**config.mk**
```make
export PLATFORM = sky130hd
export DESIGN_NAME = fsp_protect
export DESIGN_NICKNAME = d
export VERILOG_FILES = /design/src/design/fsp_pkg.sv /design/src/design/fsp_protect.sv
export SDC_FILE = /design/constraint.sdc
export NUM_CORES = 1
export LEC_CHECK = 0
export BUFFER_PORTS_ARGS = -buffer_cell sky130_fd_sc_hd__buf_2
export CAP_MARGIN = 10
export CORE_ASPECT_RATIO = 2
export CORE_MARGIN = 1
export CORE_UTILIZATION = 30
export CTS_BUF_LIST = sky130_fd_sc_hd__clkbuf_4 sky130_fd_sc_hd__clkbuf_8
export CTS_CLUSTER_SIZE = 28
export DETAILED_ROUTE_END_ITERATION = 6
export PLACE_DENSITY = 0.56
export RECOVER_POWER = 50
export SLEW_MARGIN = 5
export SYNTH_ARGS = -nofsm -noshare
export SYNTH_HDL_FRONTEND = slang
export SYNTH_SLANG_ARGS = --single-unit
```
**constraint.sdc**
```tcl
create_clock -name clk_i -period 6.32 [get_ports clk_i]
set_input_delay 1.264 -clock clk_i [delete_from_list [all_inputs] [get_ports clk_i]]
set_output_delay 1.264 -clock clk_i [all_outputs]
set_load 0.02 [all_outputs]
```
**src/design/fsp_pkg.sv**
```systemverilog
// Purpose: Shared constants and types of the flash sector write-protection block.
// Assumes: 100 MHz clock; 32-bit Avalon-MM register port.
// Notes: Offsets are byte addresses of aligned 32-bit registers.
package fsp_pkg;
	localparam int FSP_NUM_SECT = 8;
	localparam logic [2:0] FSP_TOP_SECT = 3'h6;
	localparam logic [2:0] FSP_BANK0_LAST = 3'h1;
	localparam logic [4:0] FSP_OFS_CTRL = 5'h00;
	localparam logic [4:0] FSP_OFS_CMD = 5'h04;
	localparam logic [4:0] FSP_OFS_DATA = 5'h08;
	localparam logic [4:0] FSP_OFS_STAT = 5'h0c;
	localparam int FSP_CTRL_ENTRY = 0;
	localparam int FSP_CTRL_FUSE = 1;
	localparam int FSP_CTRL_CFG_LSB = 8;
	localparam int FSP_CMD_WSEL_LSB = 4;
	localparam int FSP_CMD_SECT_LSB = 8;
	localparam int FSP_CMD_SECSI = 11;
	localparam int FSP_CLK_NS = 10;
	localparam int FSP_UNLOCK_GAP_NS = 1000;
	localparam int FSP_UNLOCK_TIME_NS = 1000;
	localparam int FSP_MIN_RESET_PULSE_NS = 30;
	localparam int FSP_TIMEOUT_NS = 1000;
	localparam int FSP_POLL_NS = 200;
	localparam logic [7:0] FSP_UNLOCK_GAP_CYC =
		8'((FSP_UNLOCK_GAP_NS + FSP_CLK_NS - 1) / FSP_CLK_NS);
	localparam logic [7:0] FSP_UNLOCK_TIME_CYC = 8'(FSP_UNLOCK_TIME_NS / FSP_CLK_NS);
	localparam logic [3:0] FSP_RESET_PULSE_CYC =
		4'((FSP_MIN_RESET_PULSE_NS + FSP_CLK_NS - 1) / FSP_CLK_NS);
	localparam logic [7:0] FSP_TIMEOUT_CYC = 8'(FSP_TIMEOUT_NS / FSP_CLK_NS);
	localparam logic [7:0] FSP_POLL_CYC = 8'(FSP_POLL_NS / FSP_CLK_NS);
	localparam logic [2:0] FSP_BOOT_SETTLE = 3'h5;
	localparam logic [5:0] FSP_PIN_IDLE = 6'h3f;

	typedef enum logic [3:0] {
		FSP_OP_NONE = 4'h0,
		FSP_OP_SEC_PROG = 4'h1,
		FSP_OP_SEC_READ = 4'h2,
		FSP_OP_UNLOCK = 4'h3,
		FSP_OP_FREEZE_SET = 4'h4,
		FSP_OP_PLOCK_PROG = 4'h5,
		FSP_OP_PLOCK_ERASE = 4'h6,
		FSP_OP_VLOCK_SET = 4'h7,
		FSP_OP_VLOCK_CLR = 4'h8,
		FSP_OP_ARR_PROG = 4'h9,
		FSP_OP_ARR_ERASE = 4'ha,
		FSP_OP_VLOCK_STAT = 4'hb,
		FSP_OP_PLOCK_STAT = 4'hc,
		FSP_OP_FREEZE_STAT = 4'hd
	} fsp_op_t;

	typedef enum logic [2:0] {
		FSP_RES_NONE = 3'h0,
		FSP_RES_OK = 3'h1,
		FSP_RES_REFUSED = 3'h2,
		FSP_RES_TIMEOUT = 3'h3,
		FSP_RES_PROTECTED = 3'h4,
		FSP_RES_MISMATCH = 3'h5
	} fsp_res_t;

	typedef enum logic [1:0] {
		FSP_ST_IDLE = 2'b01,
		FSP_ST_WAIT = 2'b10
	} fsp_st_t;

	typedef struct packed {
		fsp_st_t st;
		logic [5:0] sy1;
		logic [5:0] sy2;
		logic [5:0] sy3;
		logic [5:0] pin_f;
		logic we_prev;
		logic [2:0] boot_cnt;
		logic inhibit;
		logic [3:0] rp_cnt;
		logic out_en;
		logic wreq;
		logic [31:0] rdata;
		logic entry;
		logic fuse;
		logic [7:0] cfg;
		logic [11:0] cmd_last;
		logic [15:0] data;
		fsp_res_t result;
		logic freeze;
		logic [3:0][15:0] secret;
		logic [3:0][15:0] stage;
		logic [3:0] stage_mask;
		logic verify;
		logic [7:0] gap;
		logic [7:0] cnt;
		logic pend_clear;
		fsp_res_t pend_result;
		logic [7:0] plock;
		logic [7:0] vlock;
		logic go;
		logic go_erase;
		logic [2:0] go_sect;
	} fsp_state_t;

	localparam fsp_state_t FSP_RESET_Q = '{
		st: FSP_ST_IDLE, sy1: FSP_PIN_IDLE, sy2: FSP_PIN_IDLE, sy3: FSP_PIN_IDLE,
		pin_f: FSP_PIN_IDLE, we_prev: 1'b1, out_en: 1'b1, wreq: 1'b1, freeze: 1'b1,
		secret: '1, plock: '1, result: FSP_RES_NONE, pend_result: FSP_RES_NONE,
		default: '0};
endpackage

```
**src/design/fsp_protect.sv**
```systemverilog
// Purpose: Sector write protection: secret-guarded freeze release, lock decode, pin overrides.
// Assumes: rst_n_i models power up; hw_reset_n_i is the device reset pin.
// Notes: The array itself is outside; array_go_o grants a program or erase.
//
// Local design decisions: the Avalon-MM slave port and the placing of the registers.
`timescale 1ns/1ps
`default_nettype none
module fsp_protect
	import fsp_pkg::*;
(
	input wire logic clk_i,
	input wire logic rst_n_i,
	input wire logic [4:0] avs_address_i,
	input wire logic avs_read_i,
	input wire logic avs_write_i,
	input wire logic [31:0] avs_writedata_i,
	input wire logic [3:0] avs_byteenable_i,
	output logic [31:0] avs_readdata_o,
	output logic avs_waitrequest_o,
	input wire logic write_protect_n_i,
	input wire logic program_supply_pin_i,
	input wire logic hw_reset_n_i,
	input wire logic we_n_i,
	input wire logic ce_n_i,
	input wire logic oe_n_i,
	output logic out_en_o,
	output logic bank0_block_o,
	output logic array_go_o,
	output logic array_erase_o,
	output logic [2:0] array_sector_o
);
	fsp_state_t q;
	fsp_state_t d;
	logic [7:0] prot_w;
	logic [31:0] wmask;
	logic bus_go;
	logic wr_go;
	logic hw_fire;
	logic attempt;
	logic match_fire;
	logic cmd_wr;
	logic rd_ok;

	genvar gi;
	generate
		for (gi = 0; gi < FSP_NUM_SECT; gi++)
		begin : g_prot
			assign prot_w[gi] = ~q.plock[gi] | ~q.vlock[gi] | ~q.pin_f[1]
				| ((3'(gi) >= FSP_TOP_SECT) & ~q.pin_f[0]);
		end
	endgenerate

	assign wmask = {{8{avs_byteenable_i[3]}}, {8{avs_byteenable_i[2]}},
		{8{avs_byteenable_i[1]}}, {8{avs_byteenable_i[0]}}};
	assign bus_go = (avs_read_i | avs_write_i) & q.wreq;
	// A write lands only at the edge that sees waitrequest low, never while it stalls.
	// Reads are captured one edge earlier so that the data stand when the master takes them.
	assign wr_go = avs_write_i & ~q.wreq;
	assign cmd_wr = wr_go & (avs_address_i == FSP_OFS_CMD);

	always_comb
	begin
		logic [31:0] wd;
		logic [1:0] ws;
		logic [2:0] sc;
		fsp_op_t op;
		logic blocked;
		logic [3:0] msk;
		wd = avs_writedata_i & wmask;
		ws = wd[FSP_CMD_WSEL_LSB +: 2];
		sc = wd[FSP_CMD_SECT_LSB +: 3];
		op = fsp_op_t'(wd[3:0]);
		blocked = 1'b0;
		msk = 4'h0;
		hw_fire = 1'b0;
		attempt = 1'b0;
		match_fire = 1'b0;
		rd_ok = 1'b0;
		d = q;
		// Pin bank, high bit first: output, chip and write enables, reset, supply, protect.
		d.sy1 = {oe_n_i, ce_n_i, we_n_i, hw_reset_n_i, program_supply_pin_i,
			write_protect_n_i};
		d.sy2 = q.sy1;
		d.sy3 = q.sy2;
		d.pin_f = (q.sy2 & q.sy3) | (q.pin_f & (q.sy2 ^ q.sy3));
		d.we_prev = q.pin_f[3];
		d.go = 1'b0;
		d.wreq = 1'b1;
		if (q.gap != 8'h00)
			d.gap = q.gap - 8'h01;
		if (q.boot_cnt != FSP_BOOT_SETTLE)
		begin
			d.boot_cnt = q.boot_cnt + 3'h1;
			if (q.boot_cnt == FSP_BOOT_SETTLE - 3'h1)
				d.inhibit = ~q.pin_f[3] & ~q.pin_f[4] & ~q.pin_f[2] & q.pin_f[5];
		end
		else if (q.inhibit && q.pin_f[3] && !q.we_prev)
			d.inhibit = 1'b0;
		if (q.st == FSP_ST_WAIT)
		begin
			if (q.cnt == 8'h00)
			begin
				if (q.pend_clear)
					d.freeze = 1'b1;
				d.pend_clear = 1'b0;
				d.result = q.pend_result;
				d.st = FSP_ST_IDLE;
			end
			else
				d.cnt = q.cnt - 8'h01;
		end
		if (bus_go)
		begin
			d.wreq = 1'b0;
			d.rdata = 32'h0;
			if (avs_read_i)
			begin
				case (avs_address_i)
					FSP_OFS_CTRL: d.rdata = {16'h0, q.cfg, 6'h0, q.fuse, q.entry};
					FSP_OFS_CMD: d.rdata = {20'h0, q.cmd_last};
					FSP_OFS_DATA: d.rdata = {16'h0, q.data};
					FSP_OFS_STAT: d.rdata = {16'h0, prot_w, q.entry, ~q.pin_f[2],
						q.inhibit, q.freeze, q.result, q.st == FSP_ST_WAIT};
					default: d.rdata = 32'h0;
				endcase
			end
		end
		if (wr_go)
		begin
			if (avs_address_i == FSP_OFS_CTRL)
			begin
				if (avs_byteenable_i[0])
				begin
					d.entry = wd[FSP_CTRL_ENTRY];
					d.fuse = q.fuse | wd[FSP_CTRL_FUSE];
				end
				if (avs_byteenable_i[1])
					d.cfg = wd[FSP_CTRL_CFG_LSB +: 8];
			end
			else if (avs_address_i == FSP_OFS_DATA)
				d.data = (q.data & ~wmask[15:0]) | wd[15:0];
			else if (avs_address_i == FSP_OFS_CMD)
			begin
				d.cmd_last = wd[11:0];
				d.result = FSP_RES_REFUSED;
				if (q.st == FSP_ST_IDLE && !q.inhibit && q.pin_f[2])
				begin
					d.result = FSP_RES_OK;
					if (op != FSP_OP_SEC_READ)
						d.verify = 1'b0;
					case (op)
						FSP_OP_SEC_PROG:
						begin
							if (!q.entry || q.fuse)
								d.result = FSP_RES_REFUSED;
							else
							begin
								d.secret[ws] = q.secret[ws] & q.data;
								d.verify = 1'b1;
								d.st = FSP_ST_WAIT;
								d.cnt = FSP_POLL_CYC;
								d.pend_result = FSP_RES_OK;
								if ((q.data & ~q.secret[ws]) != 16'h0)
								begin
									d.cnt = FSP_TIMEOUT_CYC;
									d.pend_result = FSP_RES_TIMEOUT;
								end
								d.result = FSP_RES_NONE;
							end
						end
						FSP_OP_SEC_READ:
						begin
							if (q.entry && !q.fuse && q.verify)
							begin
								rd_ok = 1'b1;
								d.data = q.secret[ws];
							end
							else
								d.result = FSP_RES_REFUSED;
						end
						FSP_OP_UNLOCK:
						begin
							// no software unlock outside password mode
							if (!q.entry || !q.fuse || q.gap != 8'h00)
							begin
								d.result = FSP_RES_REFUSED;
								d.stage_mask = 4'h0;
							end
							else
							begin
								d.stage[ws] = q.data;
								msk = q.stage_mask | (4'h1 << ws);
								d.stage_mask = msk;
								if (msk == 4'hf)
								begin
									attempt = 1'b1;
									d.stage_mask = 4'h0;
									d.gap = FSP_UNLOCK_GAP_CYC;
									d.result = FSP_RES_MISMATCH;
									if (d.stage == q.secret)
									begin
										match_fire = 1'b1;
										d.pend_clear = 1'b1;
										d.pend_result = FSP_RES_OK;
										d.st = FSP_ST_WAIT;
										d.cnt = FSP_UNLOCK_TIME_CYC;
										d.result = FSP_RES_NONE;
									end
								end
							end
						end
						FSP_OP_FREEZE_SET: d.freeze = 1'b0;
						FSP_OP_PLOCK_PROG, FSP_OP_PLOCK_ERASE:
						begin
							d.st = FSP_ST_WAIT;
							d.result = FSP_RES_NONE;
							if (!q.freeze)
							begin
								d.cnt = FSP_TIMEOUT_CYC;
								d.pend_result = FSP_RES_TIMEOUT;
							end
							else
							begin
								d.cnt = FSP_POLL_CYC;
								d.pend_result = FSP_RES_OK;
								if (op == FSP_OP_PLOCK_PROG)
									d.plock[sc] = 1'b0;
								else
									d.plock = 8'hff;
							end
						end
						FSP_OP_VLOCK_SET: d.vlock[sc] = 1'b0;
						FSP_OP_VLOCK_CLR: d.vlock[sc] = 1'b1;
						FSP_OP_ARR_PROG, FSP_OP_ARR_ERASE:
						begin
							if (wd[FSP_CMD_SECSI])
								blocked = ~q.pin_f[0] | ~q.pin_f[1] | q.entry;
							else
								blocked = prot_w[sc] | (q.entry & (sc <= FSP_BANK0_LAST));
							d.st = FSP_ST_WAIT;
							d.cnt = FSP_POLL_CYC;
							d.result = FSP_RES_NONE;
							d.pend_result = blocked ? FSP_RES_PROTECTED : FSP_RES_OK;
							d.go = ~blocked;
							d.go_erase = (op == FSP_OP_ARR_ERASE);
							d.go_sect = sc;
						end
						FSP_OP_VLOCK_STAT: d.data = {15'h0, q.vlock[sc]};
						FSP_OP_PLOCK_STAT: d.data = {15'h0, q.plock[sc]};
						FSP_OP_FREEZE_STAT: d.data = {15'h0, q.freeze};
						default: d.result = FSP_RES_REFUSED;
					endcase
				end
			end
		end
		d.out_en = q.pin_f[2];
		if (!q.pin_f[2])
		begin
			if (q.rp_cnt != FSP_RESET_PULSE_CYC)
				d.rp_cnt = q.rp_cnt + 4'h1;
			if (q.rp_cnt == FSP_RESET_PULSE_CYC - 4'h1)
			begin
				hw_fire = 1'b1;
				d.st = FSP_ST_IDLE;
				d.cnt = 8'h00;
				d.pend_clear = 1'b0;
				d.go = 1'b0;
				d.cfg = 8'h00;
				d.entry = 1'b0;
				d.verify = 1'b0;
				d.stage_mask = 4'h0;
				d.result = FSP_RES_NONE;
				d.vlock = 8'h00;
				d.freeze = ~q.fuse;
			end
		end
		else
			d.rp_cnt = 4'h0;
	end

	always_ff @(posedge clk_i or negedge rst_n_i)
	begin
		if (!rst_n_i)
			q <= FSP_RESET_Q;
		else
			q <= d;
	end

	assign avs_readdata_o = q.rdata;
	assign avs_waitrequest_o = q.wreq;
	assign out_en_o = q.out_en;
	assign bank0_block_o = q.entry;
	assign array_go_o = q.go;
	assign array_erase_o = q.go_erase;
	assign array_sector_o = q.go_sect;
endmodule // fsp_protect
`default_nettype wire

```
==> run metrics <==
CP Data Required Time 6850 ps; initial antenna violation count 2; number of buffers created by CTS 40; setup TNS 0 ps; Critical Path Slowest Stage Cell o21a_1; FMAX 205 MHz; Slew Limit Headroom -1.26; Yosys cell types 86; placer congestion estimate 1.01; placement row count 115; Gate power share 0.143; Setup Crit Path Kind in2reg; hold buffers post-CTS 0; synthesized area per cell 9.26 µm²; core area 49100 µm²; grt total ovfl 0; CTS clock-pin slew for the worst setup and hold paths 80 ps; worst r2r src q[35]; count of final setup violators 0; RSZ-0062 raised after global routing false; total number of vias 12.9k; width of the die 160 µm; Root Driver clkbuf_8; CP max FO 24; die height 317 µm; internal cell power 2.83 mW; status finished with violations; Placement Setup Slack 1220 ps; CP max stage delay 870 ps; WL/cell 26.5 µm; Area growth syn-to-layout 10.4%; post-route ant nets 0; DRC 0; Max Slew Vio Count 201; Routed WL 60700 µm; Ys Warns 0; register area share after synthesis 0.460; peak supply drop 113 µV; top_reg_cell synth dfrtp_1; FF+latch count, synth 269; DR pass1 iterations 5; Sw Pwr 1.30 mW; CP Capture Type flop; final net count 1677; initial core utilization 0.304; Final Critical Period 4880 ps; commonest non-fill, non-tap cells in the layout nand2_1 (248), o21ai_0 (168), dfrtp_1 (168); worst path cell trace buf_2, o21a_1, o32ai_1, a211oi_1, nand4_1, or4_1, nor4_4, nand3_1, a21oi_4, mux2i_1; die area 50600 µm²; Worst Hold Depth 0; placed cell area 15600 µm²; Post-CTS Setup Bufs 0; GRT Resource Usage Total 0.241; Final Hold Viols 0; crit path capture q[22]; layout cells sized above 1 0.199; CP Launch Point avs_writedata_i[4]; CTS tree done; EDFF count, synth 0; clock latency on the worst-skew pair 610 ps; synthesized area 14900 µm²; Reg power frac 0.465; Switching Fraction 0.315; number of I/O pins 91; reg2reg end q[108]; vias per inst 5.65; htree depth 2; largest net degree at the start of global routing 119; Least-Margin Pin Slew 3380 ps; largest delay contributor family on the critical path compound AO/OA/AOI/OAI gates; post-synthesis cell count 1608; CP Data Arrival Time 5410 ps; Period Utilization, post-route 0.772; hpwl dp 44300 µm; Clock Skew 24.6 ps; Pleak 6.82 nW; FFs w/ async S/R, synth 1.00; CP Buf/Inv Count 1; clock power share 0.392; vias in the first global route 13.0k; Design Area, Final 16400 µm²; Critical Path Stages 10; Port Buf Inserts 56; Clock Sinks 269; Worst Hold Class reg2reg; first-pass GRT wire length 87900 µm; most common cell after layout, fill and taps aside nand2_1; Iter 0 DRT Violations 1139; Reg2Reg Depth 7; cts repair resizes 0; reg2reg setup slack 1900 ps; Final WS setup 1440 ps; number of max-cap violations 4; failing checks max-capacitance violations, max-slew violations; Worst setup SP type input pin; Pwr Density 252 nW/µm²; clock buffer depth 3
-- layer usage --
| metal | GRT usage | wire (µm) | share of wire | vias up |
|---|---|---|---|---|
| met3 | 0.0387 | 3290 | 0.054 | 278 |
| met2 | 0.444 | 31400 | 0.52 | 663 |
| li1 | - | - | - | 5699 |
| met1 | 0.227 | 19500 | 0.32 | 6288 |
| met5 | 0 | 0 | 0 | - |
| met4 | 0.227 | 6560 | 0.11 | 0 |
-- worst reg2reg max path: cells and delay by family (launching register included) --
family / cells / cell delay [ps]
multiplexers: 1 / 430
flip-flops: 1 / 410
AND/OR/NAND/NOR: 6 / 3470
-- synth_stat cells (all sizes together), types with 11 or more instances --
library cell	number	area [µm²]
o221ai	11	96.3
mux2	47	529
xor2	27	236
nor4	13	111
o21ai	170	851
nand3	47	253
dfrtp	168	4200
a22o	13	114
a22oi	12	90.1
nand2	249	937
clkbuf	73	274
o22ai	38	238
dfstp	101	2650
a21oi	73	377
inv	71	267
nor2b	22	138
nand2b	26	163
a31oi	15	93.8
ha	15	188
nor2	79	309
buf	67	450
a221oi	17	149
nor3	31	160
mux2i	46	460
xnor2	19	166
-- through the flow --
step | total power [mW] | instances | utilization | hold WS [ps]
after floorplan | 2.24 | 1623 | - | 345
after global placement | 2.52 | 2212 | 0.317 | 346
after detailed placement | 2.53 | 2212 | 0.317 | 348
after CTS | 4.16 | 2286 | 0.336 | 353
after global routing | 4.27 | 2287 | 0.335 | 363
final | 4.14 | 2289 | 0.335 | 356
-- worst min path at each step --
stage / slack [ps] / endpoint / from
after floorplan: 350 / d[265] / d[271]
after detailed placement: 350 / d[265] / d[271]
final: 360 / d[269] / d[275]
after global placement: 350 / d[265] / d[271]
after CTS: 350 / d[268] / d[274]
after global routing: 360 / q[269] / d[269]
-- power groups by stage --
stage | Sequential, mW | Combinational (mW) | Clock [mW]
global route | 1.92 | 0.626 | 1.72
global placement | 1.95 | 0.575 | 0
detailed placement | 1.95 | 0.577 | 0
floorplan | 1.86 | 0.386 | 0
finish | 1.92 | 0.592 | 1.62
CTS | 1.92 | 0.579 | 1.66
-- area by class of cell --
cell class / instances / area (µm²)
clock buffers: 59 / 762
repair buffers: 86 / 508
diodes: 3 / 7.51
multi-input cells: 1142 / 7090
inverters: 72 / 270
flip-flops and latches: 269 / 6860
clock inverters: 15 / 138
well taps: 643 / 805
fillers: 5059 / 32600
-- cells by family after synthesis --
family                   count (synthesis)  synth area share
multiplexers                            99            0.0755
adder cells (fa/ha/maj)                 16            0.0133
XOR/XNOR                                46            0.0270
AO/OA/AOI/OAI                          442             0.189
other                                    1          0.000252
buffers and inverters                  212            0.0668
flip-flops                             269             0.460
AND/OR/NAND/NOR                        523             0.168
(Power assumes the default switching activity.)
